[src/alu_status_flags_params.svh]
/*
 * Bit positions, implemented mask and reset value of the arithmetic flag register.
 * Assumes inclusion from the flag register module.
 */
`ifndef ALU_STATUS_FLAGS_PARAMS_SVH
`define ALU_STATUS_FLAGS_PARAMS_SVH

`define FLAG_CARRY_BIT 0
`define FLAG_NIBBLE_BIT 1
`define FLAG_ZERO_BIT 2
`define FLAG_OVF_BIT 3
`define FLAG_NEG_BIT 4
`define FLAG_IMPL_MASK 8'h1f
`define FLAG_RESET_VALUE 5'h00

`endif

[src/alu_status_flags_pkg.sv]
/*
 * Types shared by the flag register and its bench: the operation codes
 * that the execution datapath presents with each instruction.
 */
package alu_status_flags_pkg;

    typedef enum logic [3:0] {
        OP_NONE = 4'h0,
        OP_ADD_ACC_TO_FILE = 4'h1,
        OP_ADD_LITERAL_TO_ACC = 4'h2,
        OP_SUBTRACT_ACC_FROM_LITERAL = 4'h3,
        OP_SUBTRACT_ACC_FROM_FILE = 4'h4,
        OP_LOGIC = 4'h5,
        OP_ROTATE_RIGHT = 4'h6,
        OP_ROTATE_LEFT = 4'h7,
        OP_CLEAR_FILE_REGISTER = 4'h8,
        OP_BIT_CLEAR = 4'h9,
        OP_BIT_SET = 4'ha,
        OP_NIBBLE_SWAP = 4'hb,
        OP_FILE_TO_FILE_MOVE = 4'hc,
        OP_ACC_TO_FILE_MOVE = 4'hd
    } alu_op_t;

endpackage

[src/alu_status_flags.sv]
/*
 * Arithmetic flag register of the 8-bit core with its own flag arithmetic.
 * Each cycle with opValid high executes one instruction: operands come
 * from the datapath, the result and the new flags go back registered.
 * The register is read and written as an ordinary file register through
 * the file read/write ports; opDestIsFlags marks the flag register as the
 * destination of the executing instruction.
 * Assumes the datapath holds opCode and the operands steady through the
 * rising edge at which opValid is high, and maps a literal operand onto
 * operandFile. The flags reset to zero here, although software should
 * treat them as unknown until it has written them.
 */
//
// How it works
// - negative flag bit 4 copies result bit 7, except on clear, which keeps it.
// - overflow flag bit 3 set when signed result sign is wrong.
// - zero flag bit 2 set when the operation result is zero.
// - rotates load the nibble carry flag from source bit 4 or 3.
// - add and subtract set carry bit 0 on carry-out of bit 7.
// - subtraction adds the complement, so carries act as inverted borrow.
// - flag-affecting ops aimed at the flags update flags, not result.
// - clearing the flag register sets only the zero flag.
// - bit set/clear, swap and moves change no flag, write data directly.
// - the flag register reads and writes like any other file register.
`timescale 1ns/10ps
`include "alu_status_flags_params.svh"

module alu_status_flags (
    input wire logic sys_clk,
    input wire logic srst,
    input wire logic opValid,
    input wire alu_status_flags_pkg::alu_op_t opCode,
    input wire logic [7:0] operandFile,
    input wire logic [7:0] operandAcc,
    input wire logic [2:0] bitSelect,
    input wire logic opDestIsFlags,
    input wire logic fileWrite,
    input wire logic [7:0] fileWriteData,
    output logic [7:0] arithmetic_flags,
    output logic [7:0] aluResult,
    output logic aluResultValid
);
    import alu_status_flags_pkg::*;

    ////////////////////////////////////////////////////////////////////////
    // operation decode

    logic [4:0] flags;
    wire isAdd = (opCode == OP_ADD_ACC_TO_FILE) || (opCode == OP_ADD_LITERAL_TO_ACC);
    wire isSub = (opCode == OP_SUBTRACT_ACC_FROM_LITERAL)
        || (opCode == OP_SUBTRACT_ACC_FROM_FILE);
    wire isArith = isAdd || isSub;
    wire isRotate = (opCode == OP_ROTATE_RIGHT) || (opCode == OP_ROTATE_LEFT);
    wire isLogic = opCode == OP_LOGIC;
    wire isClear = opCode == OP_CLEAR_FILE_REGISTER;
    wire isNoFlag = (opCode == OP_BIT_CLEAR) || (opCode == OP_BIT_SET)
        || (opCode == OP_NIBBLE_SWAP) || (opCode == OP_FILE_TO_FILE_MOVE)
        || (opCode == OP_ACC_TO_FILE_MOVE);
    wire affectsFlags = isArith || isRotate || isLogic || isClear;

    ////////////////////////////////////////////////////////////////////////
    // arithmetic

    wire [7:0] addendB = isSub ? ~operandAcc : operandAcc;
    wire carryIn = isSub;
    wire [4:0] lowSum = {1'b0, operandFile[3:0]} + {1'b0, addendB[3:0]}
        + {4'h0, carryIn};
    wire [8:0] fullSum = {1'b0, operandFile} + {1'b0, addendB} + {8'h00, carryIn};
    wire [7:0] sumValue = fullSum[7:0];
    // sign wrong when operands agree and result differs
    wire signedOvf = (operandFile[7] == addendB[7]) && (sumValue[7] != operandFile[7]);

    ////////////////////////////////////////////////////////////////////////
    // result selection

    wire [7:0] bitMask = 8'h01 << bitSelect;
    wire [7:0] rotRight = {flags[`FLAG_CARRY_BIT], operandFile[7:1]};
    wire [7:0] rotLeft = {operandFile[6:0], flags[`FLAG_CARRY_BIT]};
    logic [7:0] opResult;
    always_comb begin
        case (opCode)
            OP_ADD_ACC_TO_FILE, OP_ADD_LITERAL_TO_ACC,
            OP_SUBTRACT_ACC_FROM_LITERAL, OP_SUBTRACT_ACC_FROM_FILE: opResult = sumValue;
            OP_LOGIC: opResult = operandFile;
            OP_ROTATE_RIGHT: opResult = rotRight;
            OP_ROTATE_LEFT: opResult = rotLeft;
            OP_CLEAR_FILE_REGISTER: opResult = 8'h00;
            OP_BIT_CLEAR: opResult = operandFile & ~bitMask;
            OP_BIT_SET: opResult = operandFile | bitMask;
            OP_NIBBLE_SWAP: opResult = {operandFile[3:0], operandFile[7:4]};
            OP_FILE_TO_FILE_MOVE: opResult = operandFile;
            OP_ACC_TO_FILE_MOVE: opResult = operandAcc;
            default: opResult = 8'h00;
        endcase
    end

    ////////////////////////////////////////////////////////////////////////
    // flag sources

    // one candidate per flag source; the priority further down picks among them
    wire flagUpdate = opValid && affectsFlags;
    wire directWrite = opValid && isNoFlag && opDestIsFlags;
    wire rotIsRight = opCode == OP_ROTATE_RIGHT;
    wire negFromResult = opResult[7];
    wire zeroFromResult = opResult == 8'h00;
    wire carryFromSum = fullSum[8];
    wire nibbleFromSum = lowSum[4];
    wire carryFromRotate = rotIsRight ? operandFile[0] : operandFile[7];
    // nibble carry from bit 4 or 3
    wire nibbleFromRotate = rotIsRight ? operandFile[4] : operandFile[3];
    wire [4:0] directFlags = opResult[4:0];
    // plain file register write, upper bits dropped
    wire [4:0] fileFlags = fileWriteData[4:0];
    // flag-affecting result not written back when aimed at flags
    wire resultDropped = affectsFlags && opDestIsFlags;

    ////////////////////////////////////////////////////////////////////////
    // per-flag next values

    logic next_neg;
    logic next_ovf;
    logic next_zero;
    logic next_nibble;
    logic next_carry;
    always_comb begin
        // clear keeps negative, result zero sets zero
        next_neg = flags[`FLAG_NEG_BIT];
        if (flagUpdate && !isClear) begin
            next_neg = negFromResult;
        end
        next_zero = flags[`FLAG_ZERO_BIT];
        if (flagUpdate) begin
            next_zero = zeroFromResult;
        end
        // overflow only means something for add and subtract
        next_ovf = flags[`FLAG_OVF_BIT];
        if (flagUpdate && isArith) begin
            next_ovf = signedOvf;
        end
        next_carry = flags[`FLAG_CARRY_BIT];
        if (flagUpdate && isArith) begin
            next_carry = carryFromSum;
        end else if (flagUpdate && isRotate) begin
            next_carry = carryFromRotate;
        end
        next_nibble = flags[`FLAG_NIBBLE_BIT];
        if (flagUpdate && isArith) begin
            next_nibble = nibbleFromSum;
        end else if (flagUpdate && isRotate) begin
            next_nibble = nibbleFromRotate;
        end
    end

    ////////////////////////////////////////////////////////////////////////
    // write priority

    // an executing op outranks a plain file write in the same cycle
    logic [4:0] next_flags;
    always_comb begin
        next_flags = {next_neg, next_ovf, next_zero, next_nibble, next_carry};
        if (directWrite) begin
            next_flags = directFlags;
        end else if (fileWrite && !flagUpdate) begin
            next_flags = fileFlags;
        end
    end

    ////////////////////////////////////////////////////////////////////////
    // registers

    always_ff @(posedge sys_clk) begin
        if (srst) begin
            flags <= `FLAG_RESET_VALUE;
        end else begin
            flags <= next_flags;
        end
    end

    always_ff @(posedge sys_clk) begin
        if (srst) begin
            aluResult <= 8'h00;
        end else begin
            aluResult <= opResult;
        end
    end

    always_ff @(posedge sys_clk) begin
        if (srst) begin
            aluResultValid <= 1'b0;
        end else begin
            aluResultValid <= opValid && !resultDropped;
        end
    end

    always_ff @(posedge sys_clk) begin
        if (srst) begin
            arithmetic_flags <= 8'h00;
        end else begin
            arithmetic_flags <= {3'b000, next_flags} & `FLAG_IMPL_MASK;
        end
    end

endmodule

[config.mk]
export PLATFORM = sky130hd
export DESIGN_NAME = alu_status_flags
export DESIGN_NICKNAME = d
export VERILOG_FILES = /design/src/alu_status_flags_pkg.sv /design/src/alu_status_flags.sv
export VERILOG_INCLUDE_DIRS = /design/src /design/src/src
export SDC_FILE = /design/constraint.sdc
export NUM_CORES = 1
export LEC_CHECK = 0
export ABC_AREA = 1
export BUFFER_PORTS_ARGS = -buffer_cell sky130_fd_sc_hd__buf_2
export CELL_PAD_IN_SITES_DETAIL_PLACEMENT = 0
export CELL_PAD_IN_SITES_GLOBAL_PLACEMENT = 1
export CORE_MARGIN = 2
export CORE_UTILIZATION = 34
export CTS_CLUSTER_SIZE = 30
export DETAILED_ROUTE_END_ITERATION = 10
export GPL_TIMING_DRIVEN = 0
export PLACE_DENSITY = 0.91
export SETUP_SLACK_MARGIN = 0.02
export SLEW_MARGIN = 30
export SYNTH_ARGS = -nofsm -noshare
export SYNTH_HDL_FRONTEND = slang
export SYNTH_SLANG_ARGS = --single-unit
export TNS_END_PERCENT = 10
[constraint.sdc]
create_clock -name sys_clk -period 3.21 [get_ports sys_clk]
set_clock_uncertainty 0.1 [all_clocks]
set_input_delay 0.321 -clock sys_clk [delete_from_list [all_inputs] [get_ports sys_clk]]
set_output_delay 0.321 -clock sys_clk [all_outputs]
set_load 0.005 [all_outputs]
==> out/metrics.csv, run 1 <==
metric,value,unit
syn-cell-area,0.00181,mm²
post-route-period-util,87.4,%
rr_endpoint,arithmetic_flags[2],
wl_per_cell,12.4,µm
cp.required,3.25,ns
die-area,0.00591,mm²
grt_start_max_net_pins,11,
dp_hpwl,4710,µm
syn_inst,335,
drt-initial-drc-count,205,
rsz0062_at_grt,false,
die_w,76.9,µm
grt-ovfl-total,0,
port_buffers,45,
place.gp.congestion,0.922,
min_to,aluResultValid,
core_area,0.00511,mm²
most-common-layout-cells,"nand2_1 (121), buf_2 (45), inv_1 (43), nor2_1 (42), nand3_1 (32)",
drive_gt1_share,15.5,%
path_class,in2reg,
cts_buffer_depth,2,
rrSetupSlack,1.68,ns
cts_tree,yes,
grt_use_total,19.7,%
cp_slowest_stage_delay,0.31,ns
worstPathCellList,"buf_2, nor2_1, nand2_2, nand2_2, xor2_1, ha_1, a21oi_1, nor2_1, a211oi_1, nand2_2, nand2_1, nand3_1, nand2_1, inv_1, nand3_1, nand2_1, nand2_1, a21oi_1",
synth-seq-cells,14,
drtPass1Iterations,4,
io_pins,53,
grt_pass1_vias,2113,
maxSlewViolCount,0,
setup_viol,0,
vias_per_cell,5.00,
clk_latency,0.25,ns
clk_pin_slew,0.06,ns
power_density,305,mW/mm²
path_common_cell,nand2_1,
crit_slowest_cell,a211oi_1,
ys.warnings.count,0,
insertedDiodeCount,0,
hold_class,in2reg,
arrival,2.85,ns
worst_pin_slew,0.562,ns
path_buf_inv,2,
start_util,35.4,%
grt_pass1_wl,9690,µm
area_delta_synth_final,20.9,%
max_cap_violations,0,
grt_antenna_before_repair,0,
vias,2279,
cts.sinks,14,
cts_hold_buf,0,
slew_headroom,62.4,%
ant_nets,0,
wl,5640,µm
path_delay_family,simple AND/OR/NAND/NOR gates,
seq_area_frac_synth,15.5,%
nNetsFinal,434,
reg2reg_from,arithmetic_flags[0],
num_rows,26,
crit_path_start_kind,input pin,
outcome,completed,
dp.cells,452,
drc,0,
final_common_cell,nand2_1,
syn_avg_cell_area,5.39,µm²
vdd_drop_max,0.203,mV
ff2ff_path_depth,11,
ys_types,28,
hold_path_startpoint,opDestIsFlags,
tns,0,ns
root_buffer,clkbuf_8,
fin_crit,2.80,ns
hold_viol_final,0,
hold_depth,2,
cts_buffers,3,
h-tree-depth,1,
endpoint_kind,flop,
die_y,76.9,µm
fin_cells,456,
p_leak,1.26,nW
crit_fanout,8,
fmax,357,MHz
whs,0.157,ns
[how the worst max path moves through the flow]
stage	slack [ns]	from	cells past startpoint	end
after CTS	0.28	opCode[0]	18	arithmetic_flags[2]
after detailed placement	0.05	opCode[0]	18	arithmetic_flags[2]
final	0.41	opCode[0]	18	arithmetic_flags[2]
after global routing	0.08	opCode[0]	18	arithmetic_flags[2]
after floorplan	0.59	opCode[0]	17	arithmetic_flags[2]
after global placement	0.06	opCode[0]	18	arithmetic_flags[2]
[cells in the mapped netlist]
cell / instances / share of area [%]
buf_4: 3 / 1.2
o221ai_1: 1 / 0.49
a21oi_1: 14 / 3.9
o311ai_0: 1 / 0.49
fa_1: 1 / 1.1
o2111ai_1: 1 / 0.49
nand2_1: 122 / 25
o22ai_1: 1 / 0.35
o211ai_1: 1 / 0.42
inv_1: 43 / 8.9
nand3b_1: 1 / 0.42
a21boi_0: 1 / 0.42
dfxtp_1: 14 / 16
xor2_1: 9 / 4.4
nor2_1: 42 / 8.7
clkbuf_1: 1 / 0.21
nor3_1: 2 / 0.55
nand3_1: 32 / 8.9
a41oi_1: 2 / 0.97
nand4_1: 5 / 1.7
a31oi_1: 1 / 0.35
a211oi_1: 1 / 0.42
ha_1: 10 / 6.9
o31ai_1: 1 / 0.42
conb_1: 1 / 0.21
o21ai_0: 17 / 4.7
nand2_2: 6 / 2.1
nor2_2: 1 / 0.35
[cells by family (layout without fill, tap and decap cells)]
kind of cell	after synthesis	after routing	synth area share, %
and+or+nand+nor	211	211	48.1
adders and majority gates	11	11	8.04
xor gates and xnor gates	9	9	4.37
DFF	14	14	15.5
AOI/OAI and AO/OA	42	42	13.4
buffers and inverters	47	96	10.4
other	1	3	0.208
[metal layers]
layer / vias to the layer above / track usage (%) / wire, µm
met1: 993 / 26.8 / 2510
li1: 1168 / - / -
met5: - / 0 / 0
met2: 106 / 32.6 / 2530
met4: 0 / 4.00 / 115
met3: 12 / 3.41 / 483
[registers in the layout (all words and copies together) (netlist names)]
name	cells
aluResult	8
arithmetic_flags	5
aluResultValid	1
[area by class of cell]
class | instances | area [µm²]
fill | 592 | 2920
multi-input combinational | 276 | 1350
sequential | 14 | 280
timing repair buffer | 45 | 225
inverter | 43 | 161
tap | 70 | 87.6
clock buffer | 4 | 55.1
buffer | 4 | 26.3
[where the power goes]
group | internal, W | total [W] | leakage, nW | switching, W
combinational | 0.000108 | 0.000295 | 1.12 | 0.000187
sequential | 0.000192 | 0.000198 | 0.116 | 0.00000681
clock | 0.000109 | 0.000172 | 0.0288 | 0.0000638
total | 0.000408 | 0.000666 | 1.26 | 0.000258
[per-stage QoR]
| step | setup slack (ns) | utilization (%) | total power, W | area (µm²) |
|---|---|---|---|---|
| after CTS | 0.281 | 42.7 | 0.000667 | 2180 |
| after global routing | 0.0756 | 42.7 | 0.000723 | 2180 |
| after floorplan | 0.587 | - | 0.000390 | 1810 |
| final | 0.405 | 42.7 | 0.000666 | 2180 |
| after detailed placement | 0.0468 | 41.6 | 0.000494 | 2130 |
| after global placement | 0.0557 | 41.6 | 0.000490 | 2130 |
[timing repair]
action | CTS | global route
endpoints found under the setup margin | 0 | 1
endpoints found under the hold margin | 0 | 0
setup buffers | 0 | 0
gates resized for setup | 0 | 1
(Power assumes the default switching activity.)
==> run 2, diff against run 1 <==
==> constraint.sdc (replaced) <==
create_clock -name sys_clk -period 3.21 [get_ports sys_clk]
set_clock_uncertainty 0.1 [all_clocks]
set_input_delay 0.642 -clock sys_clk [delete_from_list [all_inputs] [get_ports sys_clk]]
set_output_delay 0.642 -clock sys_clk [all_outputs]
set_load 0.005 [all_outputs]
==> out/metrics.csv, run 2 (synthesis gave the netlist of run 1 again) <==
metric,value,unit
p_leak,1.27,nW
dpl_worst_slack,-0.274,ns
reg_top3,"aluResult (8), arithmetic_flags (5), aluResultValid (1)",
clk_pin_slew,0.06,ns
dp_hpwl,4710,µm
cp_slowest_stage_delay,0.38,ns
die_w,76.9,µm
insertedDiodeCount,0,
fin_crit,2.93,ns
clk_latency,0.25,ns
grt_use_total,19.7,%
final_common_cell,nand2_1,
wl,5660,µm
critPathLaunch,opCode[1],
place.gp.congestion,0.922,
hold_class,reg2reg,
endpoint_kind,flop,
cts_buffers,3,
grt-ovfl-total,0,
path_class,in2reg,
arrival,3.01,ns
slew_headroom,62.7,%
cts.sinks,14,
hold_depth,2,
num_rows,26,
drc,0,
drt-initial-drc-count,148,
start_util,35.4,%
largest_reg_flops,8,
fill_cells,585,
nNetsFinal,435,
grt_pass1_vias,2116,
drive_gt1_share,18.3,%
cts_buffer_depth,2,
crit_slowest_cell,ha_2,
drtPass1Iterations,6,
cp.required,3.30,ns
most-common-layout-cells,"nand2_1 (120), buf_2 (45), inv_1 (43), nor2_1 (39), nand3_1 (32)",
stdcell_area,0.00223,mm²
root_buffer,clkbuf_8,
grt_antenna_before_repair,0,
setup_viol,0,
ant_nets,0,
setup_ws,0.283,ns
ff2ff_path_depth,11,
placed_area,0.00213,mm²
vias_per_cell,4.98,
worst_pin_slew,0.557,ns
power_density,304,mW/mm²
top_register,aluResult,
h-tree-depth,1,
vias,2275,
cts_tree,yes,
hold_viol_final,0,
rsz0062_at_grt,false,
hold_path_startpoint,arithmetic_flags[2],
fmax,342,MHz
whs,0.443,ns
worstPathCellList,"buf_2, nand2_1, inv_1, nand2_2, nand2_4, xor2_1, ha_2, nand2_1, nand2_1, inv_1, nand2_1, nand2_1, nand3_1, nand3_1, nor2_1, nand4_1, nor2_1, nand3_1, nand2_1, nand2_1, a21oi_1",
crit_fanout,8,
grt_pass1_wl,9690,µm
die_y,76.9,µm
grt_start_max_net_pins,11,
area_delta_synth_final,23.5,%
reg2reg_from,arithmetic_flags[0],
maxSlewViolCount,0,
post-route-period-util,91.2,%
die-area,0.00591,mm²
outcome,completed,
wl_per_cell,12.4,µm
vdd_drop_max,0.157,mV
io_pins,53,
path_common_cell,nand2_1,
core_area,0.00511,mm²
crit_path_start_kind,input pin,
max_cap_violations,0,
port_buffers,45,
cts_hold_buf,0,
## run 2: worst max-delay path, delay by kind of cell
| family | cells | cell delay, ns |
|---|---|---|
| compound gates | 1 | 0.10 |
| xor+xnor | 1 | 0.17 |
| fa+ha+maj | 1 | 0.38 |
| buf+inv | 3 | 0.26 |
| simple gates | 15 | 1.42 |
## run 2: repair_timing
action,in CTS,in global routing
cloned,0,0
setup endpoints to repair,1,4
setup buffers,0,1
gates resized for setup,1,11
pin swaps,0,2
## run 2: layout make-up
class / count / area, µm² / area share [%]
clock buffer: 4 / 55.1 / 2.47
buffer: 4 / 26.3 / 1.18
sequential: 14 / 280 / 12.6
inverter: 43 / 161 / 7.24
timing repair buffer: 46 / 233 / 10.4
tap: 70 / 87.6 / 3.93
multi-input combinational: 276 / 1390 / 62.2
## run 2: path summary, 6_finish.rpt
check                         to  slack (ns)
max          arithmetic_flags[2]        0.28
min          arithmetic_flags[2]        0.44
max reg2reg  arithmetic_flags[2]        1.67
min reg2reg  arithmetic_flags[2]        0.44
## run 2: stage by stage
step / utilization, % / std cells / setup TNS, ns / power [W]
2_1_floorplan: - / 337 / 0 / 0.000390
4_1_cts: 42.7 / 456 / 0 / 0.000667
5_1_grt: 43.7 / 457 / 0 / 0.000737
3_3_place_gp: 41.6 / 452 / -0.603 / 0.000490
3_5_place_dp: 41.6 / 452 / -0.705 / 0.000494
6_report: 43.7 / 457 / 0 / 0.000679
## run 2: power breakdown
part | internal, W | switching, W | leakage, nW | total, W
Combinational | 0.000115 | 0.000192 | 1.12 | 0.000307
Clock | 0.000109 | 0.0000650 | 0.0288 | 0.000174
Sequential | 0.000192 | 0.00000665 | 0.116 | 0.000198
## run 2: per-layer routing
layer / share of wire, % / wire [µm] / vias to the layer above / track usage (%)
li1: - / - / 1168 / -
met1: 45 / 2560 / 982 / 26.7
met2: 44 / 2510 / 113 / 32.9
met3: 8.7 / 493 / 12 / 3.41
met4: 1.7 / 98 / 0 / 3.64
met5: 0 / 0 / - / 0
==> run 3, diff against run 2 <==
- GPL_TIMING_DRIVEN: 0 -> 1
==> out/metrics.csv, run 3 (synthesis gave the netlist of run 1 again) <==
metric,value,unit
p_leak,1.35,nW
cts_resized,0,
insertedDiodeCount,0,
drc,0,
vias_per_cell,4.82,
multi_input_area,0.00136,mm²
grt_use_total,20.0,%
cts_hold_buf,0,
maxSlewViolCount,0,
top_register,aluResult,
core_area,0.00511,mm²
ff2ff_path_depth,11,
io_pins,53,
port_buffers,46,
dp_hpwl,4800,µm
nNetsFinal,453,
post-route-period-util,89.8,%
wl,5710,µm
grt_start_max_net_pins,11,
power_density,303,mW/mm²
wl_met2,2630,µm
crit_fanout,6,
clk_latency,0.24,ns
power,0.000709,W
wl_per_cell,12.0,µm
path_common_cell,nand2_1,
worstPathCellList,"buf_2, nor2_1, nand2_1, nand2_4, buf_4, xor2_1, ha_1, nand2_1, nor2_1, a211oi_1, nand2_2, nand2_1, nand3_1, nand2_1, inv_1, nand3_1, nand2_1, nand2_1, a21oi_1",
h-tree-depth,1,
worst_pin_slew,0.587,ns
hold_viol_final,0,
area_delta_synth_final,29.7,%
crit_slowest_cell,a211oi_1,
drive_gt1_share,20.5,%
slew_headroom,60.7,%
cts_buffer_depth,2,
wl_met1,2630,µm
clk_pin_slew,0.06,ns
drt-initial-drc-count,161,
hold_depth,2,
endpoint_kind,flop,
place.gp.congestion,0.939,
postCtsSetupBuffers,0,
cts_tree,yes,
vdd_drop_max,0.167,mV
hold_class,reg2reg,
path_delay_family,simple AND/OR/NAND/NOR gates,
cp.required,3.25,ns
path_buf_inv,3,
grt_antenna_before_repair,0,
grt_pass1_wl,9770,µm
die-area,0.00591,mm²
root_buffer,clkbuf_8,
setup_viol,0,
num_rows,26,
most-common-layout-cells,"nand2_1 (121), buf_2 (46), inv_1 (43), nor2_1 (42), nand3_1 (32)",
fill_cells,578,
rsz0062_at_grt,false,
crit_path_start_kind,input pin,
seq_area,280,µm²
max_cap_violations,0,
grt-ovfl-total,0,
fin_util,45.9,%
start_util,35.4,%
grt_pass1_vias,2094,
cp_slowest_stage_delay,0.32,ns
outcome,completed,
cts_buffers,3,
die_w,76.9,µm
arrival,2.92,ns
top_layer,met4,
ant_nets,0,
crit_cells,19,
drtPass1Iterations,5,
cts.sinks,14,
wl_met3,405,µm
largest_reg_flops,8,
die_y,76.9,µm
final_common_cell,nand2_1,
fin_crit,2.88,ns
vias,2289,
reg_top3,"aluResult (8), arithmetic_flags (5), aluResultValid (1)",
fmax,347,MHz
path_class,in2reg,
-- run 3: report_power, final --
part	internal (W)	switching (W)	total (W)
sequential	0.000192	0.00000664	0.000198
clock	0.000109	0.0000632	0.000172
combinational	0.000142	0.000196	0.000339
total	0.000442	0.000266	0.000709
-- run 3: routing by layer --
metal  GRT usage [%]  vias up
met2            33.5       80
met5               0        -
met3            3.65        4
li1                -     1208
met4            3.45        0
met1            27.0      997
-- run 3: per-stage QoR --
step	TNS, ns	cell area (µm²)	hold slack, ns	std cells	worst slack [ns]
after detailed placement	-0.0274	2270	0.421	471	-0.0274
after global routing	0	2340	0.475	475	0.0294
after CTS	0	2320	0.443	475	0.207
final	0	2340	0.449	475	0.329
after floorplan	0	1810	0.422	337	0.266
after global placement	0	2270	0.422	471	0.00560
-- run 3: worst paths after layout --
| check | from | endpoint | slack (ns) |
|---|---|---|---|
| setup / recovery | opCode[2] | arithmetic_flags[2] | 0.33 |
| hold reg to reg | arithmetic_flags[2] | arithmetic_flags[2] | 0.45 |
| hold / removal | arithmetic_flags[2] | arithmetic_flags[2] | 0.45 |
| setup reg to reg | arithmetic_flags[0] | arithmetic_flags[2] | 1.73 |
-- run 3: area by class of cell --
type / instances / area share (%)
Multi-Input combinational cell: 276 / 58.2
Timing Repair Buffer: 68 / 16.9
Sequential cell: 14 / 12.0
Inverter: 43 / 6.89
Tap cell: 70 / 3.74
Clock buffer: 4 / 2.35
-- run 3: worst reg2reg max path, delay by kind of cell (launching register included) --
kind             cells  cell delay (ns)
AO/OA/AOI/OAI        1             0.10
flip-flops           1             0.35
AND/OR/NAND/NOR     10             0.87
